File: config.mk
export PLATFORM = sky130hd
export DESIGN_NAME = tpg_stage
export DESIGN_NICKNAME = d
export VERILOG_FILES = /design/src/tpg_pkg.sv /design/src/tpg_stage.sv /design/src/tpg_window_rom.sv
export VERILOG_INCLUDE_DIRS = /design/src
export SDC_FILE = /design/constraint.sdc
export NUM_CORES = 2
export LEC_CHECK = 0
export ABC_CLOCK_PERIOD_IN_PS = 13700
export BUFFER_PORTS_ARGS = -buffer_cell sky130_fd_sc_hd__buf_2
export CORE_MARGIN = 2
export CORE_UTILIZATION = 50
export CTS_BUF_LIST = sky130_fd_sc_hd__clkbuf_8
export DETAILED_ROUTE_END_ITERATION = 12
export MAX_ROUTING_LAYER = met4
export PLACE_DENSITY_LB_ADDON = 0.1
export SETUP_SLACK_MARGIN = 0.5
export SYNTH_ARGS = -nofsm -noshare
export SYNTH_HDL_FRONTEND = slang
export SYNTH_HIERARCHICAL = 1
export SYNTH_SLANG_ARGS = --single-unit
File: constraint.sdc
create_clock -name ref_clk -period 13.7 [get_ports ref_clk]
set_input_delay 2.055 -clock ref_clk [delete_from_list [all_inputs] [get_ports ref_clk]]
set_output_delay 2.055 -clock ref_clk [all_outputs]
set_load 0.05 [all_outputs]
File: src/tpg_cfg.svh
// Purpose: Constants for the tone prediction gain stage
// Assumes: 16-bit fractional samples and coefficients
// Notes:   Included by the package users; definitions only
`ifndef TPG_CFG_SVH
`define TPG_CFG_SVH

`define TPG_FULL_SCALE   16'sh7FFF
`define TPG_TONE_THRESH  16'sh05B8
`define TPG_NUM_COEF     3'h4
`define TPG_WIN_LEN      7'h50
`define TPG_FRAME_LAST   8'h9F
`define TPG_MSB_POS      15

`endif

File: src/tpg_pkg.sv
// Purpose: Types for the tone prediction gain stage
// Assumes: Constants come from tpg_cfg.svh
// Notes:   One-hot state codes are written out
package tpg_pkg;

	typedef logic signed [15:0] tpg_word_t;

	typedef enum logic [3:0] {
		TPG_IDLE = 4'b0001,
		TPG_LOAD = 4'b0010,
		TPG_MULT = 4'b0100,
		TPG_DONE = 4'b1000
	} tpg_state_e;

endpackage

File: src/tpg_stage.sv
// Purpose: Prediction gain tone test, frame windowing, flag packing
// Assumes: Reflection coefficients and samples synchronous to ref_clk
// Notes:   One frame start pulse per 160-sample frame
`timescale 1ns/1ps
`default_nettype none
`include "tpg_cfg.svh"

module tpg_stage #(
	parameter bit DOWNLINK = 1'b1
) (
	input  wire logic               ref_clk,
	input  wire logic               arst_n,
	input  wire logic               frame_start,
	input  wire tpg_pkg::tpg_word_t reflection_coefficient_1,
	input  wire tpg_pkg::tpg_word_t reflection_coefficient_2,
	input  wire tpg_pkg::tpg_word_t reflection_coefficient_3,
	input  wire tpg_pkg::tpg_word_t reflection_coefficient_4,
	input  wire logic               low_pole,
	output logic                    tone,
	output logic                    tone_valid,
	input  wire logic               sample_valid,
	input  wire logic [7:0]         sample_index,
	input  wire tpg_pkg::tpg_word_t sample,
	output tpg_pkg::tpg_word_t      windowed_sample,
	output logic                    windowed_valid,
	output logic [7:0]              windowed_index,
	input  wire logic               pack_valid,
	input  wire logic               activity_flag,
	input  wire logic               speech_frame_flag,
	input  wire logic [15:0]        first_encoded_parameter_in,
	input  wire logic [15:0]        second_encoded_parameter_in,
	output logic [15:0]             first_encoded_parameter,
	output logic [15:0]             second_encoded_parameter,
	output logic                    pack_out_valid
);
	import tpg_pkg::*;

	// ************************************************
	// Arithmetic
	// ************************************************
	function automatic tpg_word_t sat16(input logic signed [31:0] v);
		if (v > 32'sd32767) begin
			return 16'sh7FFF;
		end else if (v < -32'sd32768) begin
			return 16'sh8000;
		end
		return tpg_word_t'(v[15:0]);
	endfunction

	// Fractional product, truncating or rounding
	function automatic tpg_word_t fmul(input tpg_word_t a, input tpg_word_t b,
		input logic rnd);
		logic signed [31:0] p;
		p = 32'(a) * 32'(b);
		if (rnd) begin
			p = p + 32'sh0000_4000;
		end
		return sat16(p >>> 15);
	endfunction

	function automatic tpg_word_t ssub(input tpg_word_t a, input tpg_word_t b);
		return sat16(32'(a) - 32'(b));
	endfunction

	// ************************************************
	// Prediction gain sequencer
	// ************************************************
	tpg_state_e state_reg;
	tpg_word_t  refl_reg [0:3];
	tpg_word_t  prederr_reg;
	logic [2:0] step_reg;
	tpg_word_t  prederr_next;
	tpg_word_t  refl_cur;

	always_comb begin
		refl_cur     = refl_reg[step_reg[1:0]];
		prederr_next = fmul(prederr_reg,
			ssub(`TPG_FULL_SCALE, fmul(refl_cur, refl_cur, 1'b0)), 1'b0);
	end

	always_ff @(posedge ref_clk or negedge arst_n) begin
		if (!arst_n) begin
			state_reg   <= TPG_IDLE;
			prederr_reg <= 16'sh0000;
			step_reg    <= 3'h0;
			for (int k = 0; k < 4; k++) begin
				refl_reg[k] <= 16'sh0000;
			end
		end else begin
			case (state_reg)
				TPG_IDLE: begin
					if (frame_start && DOWNLINK && !low_pole) begin
						refl_reg[0] <= reflection_coefficient_1;
						refl_reg[1] <= reflection_coefficient_2;
						refl_reg[2] <= reflection_coefficient_3;
						refl_reg[3] <= reflection_coefficient_4;
						state_reg <= TPG_LOAD;
					end
				end
				TPG_LOAD: begin
					prederr_reg <= `TPG_FULL_SCALE;
					step_reg    <= 3'h0;
					state_reg   <= TPG_MULT;
				end
				TPG_MULT: begin
					prederr_reg <= prederr_next;
					step_reg    <= step_reg + 3'h1;
					if (step_reg == `TPG_NUM_COEF - 3'h1) begin
						state_reg <= TPG_DONE;
					end
				end
				TPG_DONE: begin
					state_reg <= TPG_IDLE;
				end
				default: begin
					state_reg <= TPG_IDLE;
				end
			endcase
		end
	end

	always_ff @(posedge ref_clk or negedge arst_n) begin
		if (!arst_n) begin
			tone       <= 1'b0;
			tone_valid <= 1'b0;
		end else if (!DOWNLINK) begin
			tone       <= 1'b0;
			tone_valid <= frame_start;
		end else if (frame_start && low_pole) begin
			tone       <= 1'b0;
			tone_valid <= 1'b1;
		end else if (state_reg == TPG_DONE) begin
			tone       <= ssub(prederr_reg, `TPG_TONE_THRESH) < 0;
			tone_valid <= 1'b1;
		end else begin
			tone_valid <= 1'b0;
		end
	end

	// ************************************************
	// Symmetric windowing
	// ************************************************
	logic [6:0] win_index;
	tpg_word_t  win_coef;
	tpg_word_t  sample_reg;
	logic       sample_valid_reg;
	logic [7:0] sample_index_reg;

	// Mirror upper half onto the table
	assign win_index = (sample_index < 8'(`TPG_WIN_LEN)) ? sample_index[6:0] :
		7'(`TPG_FRAME_LAST - sample_index);

	// Window table lookup
	tpg_window_rom u_rom (
		.ref_clk (ref_clk),
		.arst_n  (arst_n),
		.index   (win_index),
		.coef    (win_coef)
	);

	always_ff @(posedge ref_clk or negedge arst_n) begin
		if (!arst_n) begin
			sample_reg       <= 16'sh0000;
			sample_valid_reg <= 1'b0;
			sample_index_reg <= 8'h00;
			windowed_sample  <= 16'sh0000;
			windowed_valid   <= 1'b0;
			windowed_index   <= 8'h00;
		end else begin
			sample_reg       <= sample;
			sample_valid_reg <= sample_valid && sample_index <= `TPG_FRAME_LAST;
			sample_index_reg <= sample_index;
			windowed_sample  <= fmul(sample_reg, win_coef, 1'b1);
			windowed_valid   <= sample_valid_reg;
			windowed_index   <= sample_index_reg;
		end
	end

	// ************************************************
	// Flag packing
	// ************************************************
	always_ff @(posedge ref_clk or negedge arst_n) begin
		if (!arst_n) begin
			first_encoded_parameter  <= 16'h0000;
			second_encoded_parameter <= 16'h0000;
			pack_out_valid           <= 1'b0;
		end else begin
			pack_out_valid <= pack_valid;
			if (pack_valid) begin
				first_encoded_parameter  <= {activity_flag,
					first_encoded_parameter_in[14:0]};
				second_encoded_parameter <= {speech_frame_flag,
					second_encoded_parameter_in[14:0]};
			end
		end
	end

	// ************************************************
	// Checks
	// ************************************************
	chk_tone_uplink_zero: assert property (@(posedge ref_clk) disable iff (!arst_n)
		!DOWNLINK |-> !tone)
		else $error("Uplink tone not zero");
	chk_low_pole_force: assert property (@(posedge ref_clk) disable iff (!arst_n)
		(DOWNLINK && frame_start && low_pole) |=> (tone_valid && !tone))
		else $error("Low pole did not clear tone");
	chk_gain_latency: assert property (@(posedge ref_clk) disable iff (!arst_n)
		(DOWNLINK && state_reg == TPG_IDLE && frame_start && !low_pole)
		|=> ##6 tone_valid)
		else $error("Tone result late");
	chk_tone_zero_coef: assert property (@(posedge ref_clk) disable iff (!arst_n)
		(DOWNLINK && state_reg == TPG_IDLE && frame_start && !low_pole &&
		reflection_coefficient_1 == 0 && reflection_coefficient_2 == 0 &&
		reflection_coefficient_3 == 0 && reflection_coefficient_4 == 0)
		|=> ##6 !tone)
		else $error("Flat spectrum flagged as tone");
	chk_tone_threshold: assert property (@(posedge ref_clk) disable iff (!arst_n)
		(state_reg == TPG_DONE) |=> (tone == ($past(prederr_reg) < 16'sh05B8)))
		else $error("Tone threshold wrong");
	chk_step_count: assert property (@(posedge ref_clk) disable iff (!arst_n)
		(state_reg == TPG_LOAD) |=>
		(state_reg == TPG_MULT) [*4] ##1 (state_reg == TPG_DONE))
		else $error("Wrong number of error products");
	chk_downlink_only: assert property (@(posedge ref_clk) disable iff (!arst_n)
		!DOWNLINK |-> state_reg == TPG_IDLE)
		else $error("Uplink ran tone logic");
	chk_pack_first: assert property (@(posedge ref_clk) disable iff (!arst_n)
		pack_valid |=> first_encoded_parameter[15] == $past(activity_flag))
		else $error("Activity bit wrong");
	chk_pack_second: assert property (@(posedge ref_clk) disable iff (!arst_n)
		pack_valid |=> second_encoded_parameter[15] == $past(speech_frame_flag))
		else $error("Speech bit wrong");
	chk_window_zero: assert property (@(posedge ref_clk) disable iff (!arst_n)
		(sample_valid && (sample_index == 8'h00 || sample_index == 8'h9F))
		|=> ##1 windowed_sample == 16'sh0000)
		else $error("Window edge not zero");

	cov_tone_set: cover property (@(posedge ref_clk) tone_valid && tone);
	cov_tone_clear: cover property (@(posedge ref_clk) tone_valid && !tone);
	cov_low_pole: cover property (@(posedge ref_clk) frame_start && low_pole);
	cov_window_mid: cover property (@(posedge ref_clk) windowed_valid && windowed_index == 8'h50);

endmodule
`default_nettype wire

File: src/tpg_window_rom.sv
// Purpose: Window coefficient table, 80 entries, registered read
// Assumes: Index below 80; larger indices read as zero
// Notes:   One cycle read latency
`timescale 1ns/1ps
`default_nettype none
`include "tpg_cfg.svh"

module tpg_window_rom (
	input  wire logic           ref_clk,
	input  wire logic           arst_n,
	input  wire logic [6:0]     index,
	output var  tpg_pkg::tpg_word_t coef
);
	import tpg_pkg::*;

	localparam logic [15:0] WIN_TABLE [0:79] = '{
		16'h0000, 16'h000C, 16'h0033, 16'h0072, 16'h00CC, 16'h013E, 16'h01CA, 16'h026E,
		16'h032B, 16'h0401, 16'h04EE, 16'h05F3, 16'h070F, 16'h0842, 16'h098C, 16'h0AEB,
		16'h0C5F, 16'h0DE8, 16'h0F84, 16'h1135, 16'h12F8, 16'h14CD, 16'h16B3, 16'h18AA,
		16'h1AB0, 16'h1CC5, 16'h1EE9, 16'h2119, 16'h2356, 16'h259F, 16'h27F2, 16'h2A4F,
		16'h2CB4, 16'h2F21, 16'h3195, 16'h340E, 16'h368C, 16'h390F, 16'h3B93, 16'h3E1A,
		16'h40A1, 16'h4328, 16'h45AE, 16'h4832, 16'h4AB2, 16'h4D2E, 16'h4FA5, 16'h5216,
		16'h547F, 16'h56E0, 16'h5938, 16'h5B86, 16'h5DC9, 16'h5FFF, 16'h622A, 16'h6446,
		16'h6654, 16'h6853, 16'h6A41, 16'h6C1F, 16'h6DEB, 16'h6FA5, 16'h714B, 16'h72DE,
		16'h745D, 16'h75C7, 16'h771B, 16'h7859, 16'h7981, 16'h7A91, 16'h7B8A, 16'h7C6C,
		16'h7D35, 16'h7DE6, 16'h7E7E, 16'h7EFD, 16'h7F63, 16'h7FB0, 16'h7FE3, 16'h7FFC
	};

	// Table read, constant contents
	always_ff @(posedge ref_clk or negedge arst_n) begin
		if (!arst_n) begin
			coef <= 16'sh0000;
		end else if (index < `TPG_WIN_LEN) begin
			coef <= tpg_word_t'(WIN_TABLE[index]);
		end else begin
			coef <= 16'sh0000;
		end
	end

	chk_rom_known_entry: assert property (@(posedge ref_clk) disable iff (!arst_n)
		(index == 7'h28) |=> (coef == 16'sh40A1))
		else $error("Window entry 40 wrong");

endmodule
`default_nettype wire

# Word-level counts from Yosys, hierarchy flattened
# Memories as Yosys holds them, arrays and structs flattened.
# Index checks and enable logic that the tools add are counted.
# Widths: inputs -> output; s select.
# totals
ramBits	0
mem_count	1
register_bits	188
out_inout_bits	60
input_bits	128
mem_bits_ro	2048
wordCells	106
latchBits	0
# classes
order_cmp	16
eq_ne	7
n_addsub	5
div_mod_pow	0
n_mul	3
n_mux	45
bitwise	2
reduce_logical	8
shifts	0
# mem_list
memory	depth	word_bits	rd	rd_ports_with_merged_regs	wr	line_no	source
(name not given)	128	16	1	0	0	tpg_window_rom.sv:34	coef <= tpg_word_t'(WIN_TABLE[index]);
# ops
cell	n
$mux 16	22
$mul 16x16->32	3
$gt 17x16->1 const B	5
$lt 17x16->1 const B	5
$add 32x16->32 const B	1
$bmux 16 s2	1
$pmux 16 s2	1
$sub 16x12->17 const B	1
$sub 16x16->17 const A	1
$lt 16x1->1 const B	1
$mux 1	16
$pmux 4 s3	1
$ge 8x8->1 const B	1
$le 8x8->1 const B	1
$lt 8x7->1 const B	1
$mux 4	2
$not 7->8	1
$lt 7x7->1 const B	1
$mux 7	1
$sub 5x7->7 const A	1
$pmux 3 s2	1
$eq 4x1->1 const B	1
$eq 4x2->1 const B	1
$eq 4x3->1 const B	1
other kinds (10)	15

# Depth between registers and ports, before layout
# logic_depth
ltp_word	20
depth_mapped	65
mapped_depth_nobuf	58

# Cells and area by module
# The synthesis kept the hierarchy.
# by_module_without_submodules
module	area_each_um2	cells_per_inst	instances	seq_area_each_um2
tpg_stage	34630.7	3652	1	4305.4
tpg_window_rom	2200.9	297	1	375.4

# Worst setup path after synthesis
# Ideal clock, no wire load.
# synth_timing
path_type	register to register
startpoint	register step_reg[1]
endpoint	register prederr_reg[12]
setup_ns	0.123
path_stages_with_launch	54
required_ns	13.577
period_less_slack_ns	13.992
path_slack_ns	-0.292
arrival_time_ns	13.869
path_buffers	8
cell_sequence	dfrtp_1 buf_1 clkbuf_1 mux2i_1 nand2_1 o21ai_1 clkbuf_1 nor2_1 fa_1 fa_1 fa_1 fa_1 fa_1 fa_1 ha_1 a21oi_1 nor2_1 a211oi_1 [18 not listed] fa_1 inv_1 ha_1 nand3_1 nor2_1 nand3_1 inv_1 a21oi_1 nor2_1 nor3_1 o31ai_4 o31ai_2 xnor2_2 nand2_1 and3_1 buf_6 buf_8 o221a_1
# synth_between
elab_chain_len	20
word_cells_on_any_way	26
# synth_rtl
element	line_no	source
start, declared	tpg_stage.sv:71	logic [2:0] step_reg;
start signal, assigned	tpg_stage.sv:107	step_reg <= step_reg + 3'h1;
$not 2->3 (implied by the code) (*)	tpg_stage.sv:76	refl_cur = refl_reg[step_reg[1:0]];
$bmux 16 s2 (*)	tpg_stage.sv:76	
$mux 16 (implied by the code) (*) (2 in series)	tpg_stage.sv:76	
$mul 16x16->32 (*)	tpg_stage.sv:54	p = 32'(a) * 32'(b);
$lt 17x16->1	tpg_stage.sv:44	end else if (v < -32'sd32768) begin
$mux 1	tpg_stage.sv:44	
$mux 1	tpg_stage.sv:42	if (v > 32'sd32767) begin
$mux 16 (*)	tpg_stage.sv:47	return tpg_word_t'(v[15:0]);
[3 not listed]	-	
$mux 1	tpg_stage.sv:42	
$mux 16 (*)	tpg_stage.sv:47	
$mul 16x16->32 (*)	tpg_stage.sv:54	
$lt 17x16->1	tpg_stage.sv:44	
$mux 1	tpg_stage.sv:44	
$mux 1	tpg_stage.sv:42	
$mux 16 (*)	tpg_stage.sv:47	
$pmux 16 s2 (*)	tpg_stage.sv:90	case (state_reg)
end signal, assigned	tpg_stage.sv:101	prederr_reg <= `TPG_FULL_SCALE;
end signal, assigned	tpg_stage.sv:106	prederr_reg <= prederr_next;
end, declared	tpg_stage.sv:70	tpg_word_t prederr_reg;
# Every way passes the cells marked *; elsewhere a longest branch is shown, timed or not. The select of a mux whose other input is x is not followed.
# A chain may end at the register's enable or synchronous reset.

# Worst setup path after layout
# layout_timing
startpoint	register step_reg[1]
endpoint	register prederr_reg[5]
# The elaborated chain is that of the path after synthesis.

==> impl_metrics.ini <==
[clock_network]
cts_buffers = 17
clkTransAtPathRegs_ns = 0.15
htree_levels = 4
root_buffer = clkbuf_8
cts_tree = done
cts_buffer_depth = 2
clock-sinks = 187
clk-insertion-delay-late_ns = 0.62
cts_hold_buf = 0

[setup_path]
setup.worst_path.end_class = flip-flop
cp_data_arrival_time_ns = 13.69
cp_slowest_cell = fa_2
worstSetupPathType = flip-flop to flip-flop
cp.buffers_inverters = 12
startpoint_type = flip-flop
cpPeakStageDelay_ns = 0.58
worstPathMaxFanout = 8
critical-path-top-delay-family = adder cells
cp.required_ns = 14.22
crit_path_frequent_cell = fa_1

[timing]
fmax_ghz = 0.0759
worst_pin_slew_ns = 1.08
fin_crit_ns = 13.17
hold_viol = 0
tns_ns = 0
setup_violations = 0
slew_violations = 0
final.period_utilization_pct = 96.1
rsz0062_at_grt = true
skew_ns = 0.0469
relSlewSlack_pct = 27.6

[floorplan]
fp-row-count = 99
io_pins = 188
die-area_mm2 = 0.0759
dieHeight_um = 275
die_w_um = 275
start_util_pct = 50.5
core_mm2 = 0.0730

[synthesis]
syn_avg_cell_area_um2 = 9.33
ys.flop_type = dfrtp_1
synth_area_leaders = fa_1 (41%), dfrtp_1 (13%), inv_1 (9.1%), ha_1 (9.0%), nand2_1 (5.8%)
ys_seq_area_share_pct = 12.7
ys_ff_latch = 187
syn_area_mm2 = 0.0368
post_synth_num_cell_types = 101
postSynth.asyncResetShare_pct = 100
synth.largest_area_cell = fa_1
synthCells = 3949
synth.top_cells.by_count = inv_1 (897), fa_1 (755), nand2_1 (572)
yosysTopAreaCellShare_pct = 41.0
ys_warn_count = 6
synth_edf_count = 0
yosysMostFrequentCell = inv_1

[finish]
largest_reg_flops = 64
area_growth_pct = 12.4
layout-drive-gt1-share_pct = 15.6
final_nets = 5372

[detailed_routing]
drtIter0Drc = 1542
drtAntennaViolNets = 0
drc = 0
vias_per_cell = 5.19
dr.pass1.iters = 5
wl_mm = 89.2
wire_per_inst_um = 17.2
num_vias = 27000

[global_routing]
grt.total_usage_pct = 26.0
grt_first_pass_wirelength_mm = 150
antenna_found_initial = 2
grt_max_degree = 84
grt-ovfl-total = 0
grt_pass1_vias = 29000

[place]
post-dp-hpwl_mm = 70.6
gp_congestion = 0.900
io_buffers = 185

[min_path]
min-delay-path-class = flip-flop to flip-flop

[run]
maxCapViolCount = 0

[run_status]
status = finished clean
==> layout by cell type, fill, tap and decap left out, types with 18 or more instances in the layout <==
master | synthesis | layout
buf_2 | 14 | 184
a21oi_1 | 101 | 91
nor2b_1 | 44 | 38
dfrtp_1 | 186 | 184
inv_1 | 897 | 885
buf_4 | 9 | 180
ha_1 | 265 | 253
a21o_1 | 30 | 30
nand2b_1 | 47 | 47
o21ai_0 | 78 | 60
and3_1 | 33 | 31
nand3_1 | 53 | 51
nor3_1 | 30 | 26
and2_1 | 203 | 200
fa_1 | 755 | 739
mux2_2 | 44 | 44
xnor2_1 | 72 | 69
nor2_1 | 114 | 107
nand2_1 | 572 | 561
clkbuf_8 | 0 | 18
o21ai_1 | 15 | 20
==> per-layer routing <==
metal	global-route usage [%]	share of wire [%]
met2	43.2	50
met5	-	0
met1	34.5	44
met3	2.60	3.7
met4	6.09	2.2
==> per-stage QoR <==
| stage | std cells | hold WS, ns | setup WS (ns) | util (%) | cell area, µm² |
|---|---|---|---|---|---|
| floorplan | 3963 | 0.331 | 0.522 | - | 36900 |
| detailed placement | 5114 | 0.336 | 0.0691 | 54.4 | 39700 |
| global placement | 5114 | 0.333 | 0.142 | 54.4 | 39700 |
| global route | 5198 | 0.370 | 0.00316 | 56.8 | 41400 |
| CTS | 5165 | 0.356 | 0.507 | 55.6 | 40600 |
| finish | 5198 | 0.353 | 0.529 | 56.8 | 41400 |
==> cell families (layout without fill, tap and decap cells) <==
group                      after synthesis  after routing  synth area share (%)
buffers and inverters                 1059           1331                  11.2
and+or+nand+nor                       1148           1150                  14.8
adders and majority gates             1020           1020                  50.0
muxes                                   69             69                  2.33
DFF                                    187            187                  12.7
xor gates and xnor gates                84             84                  2.02
other                                    3             19                0.0306
AOI/OAI and AO/OA                      379            379                  6.92
==> final timing paths <==
check	from	endpoint	slack (ns)	depth (start not counted)
hold / removal	sample_index_reg[0]	windowed_index[0]	0.35	0
min in group asynchronous	arst_n	second_encoded_parameter[1]	1.45	1
hold reg to reg	sample_index_reg[0]	windowed_index[0]	0.35	0
setup / recovery	step_reg[1]	prederr_reg[5]	0.53	53
max in group asynchronous	arst_n	sample_index_reg[4]	10.93	2
setup reg to reg	step_reg[1]	prederr_reg[5]	0.53	53
==> cell type report <==
class                      instances  area (µm²)
timing repair buffer             401        2910
clock inverter                    15         231
antenna                            2        5.00
multi-input combinational       2719       28800
fill                            6679       31600
sequential                       187        4680
inverter                         898        3380
tap                              959        1200
clock buffer                      17         234
==> repair_timing <==
action / 4_1_cts / 5_1_grt
setup buffers: 16 / 27
pin swaps: 18 / 74
endpoints found under the setup margin: 16 / 16
gates resized for setup: 62 / 108
gates cloned: 3 / 4
Power is not shown: default switching activity piles up to over one toggle a cycle in this logic, so the estimate is an artifact.
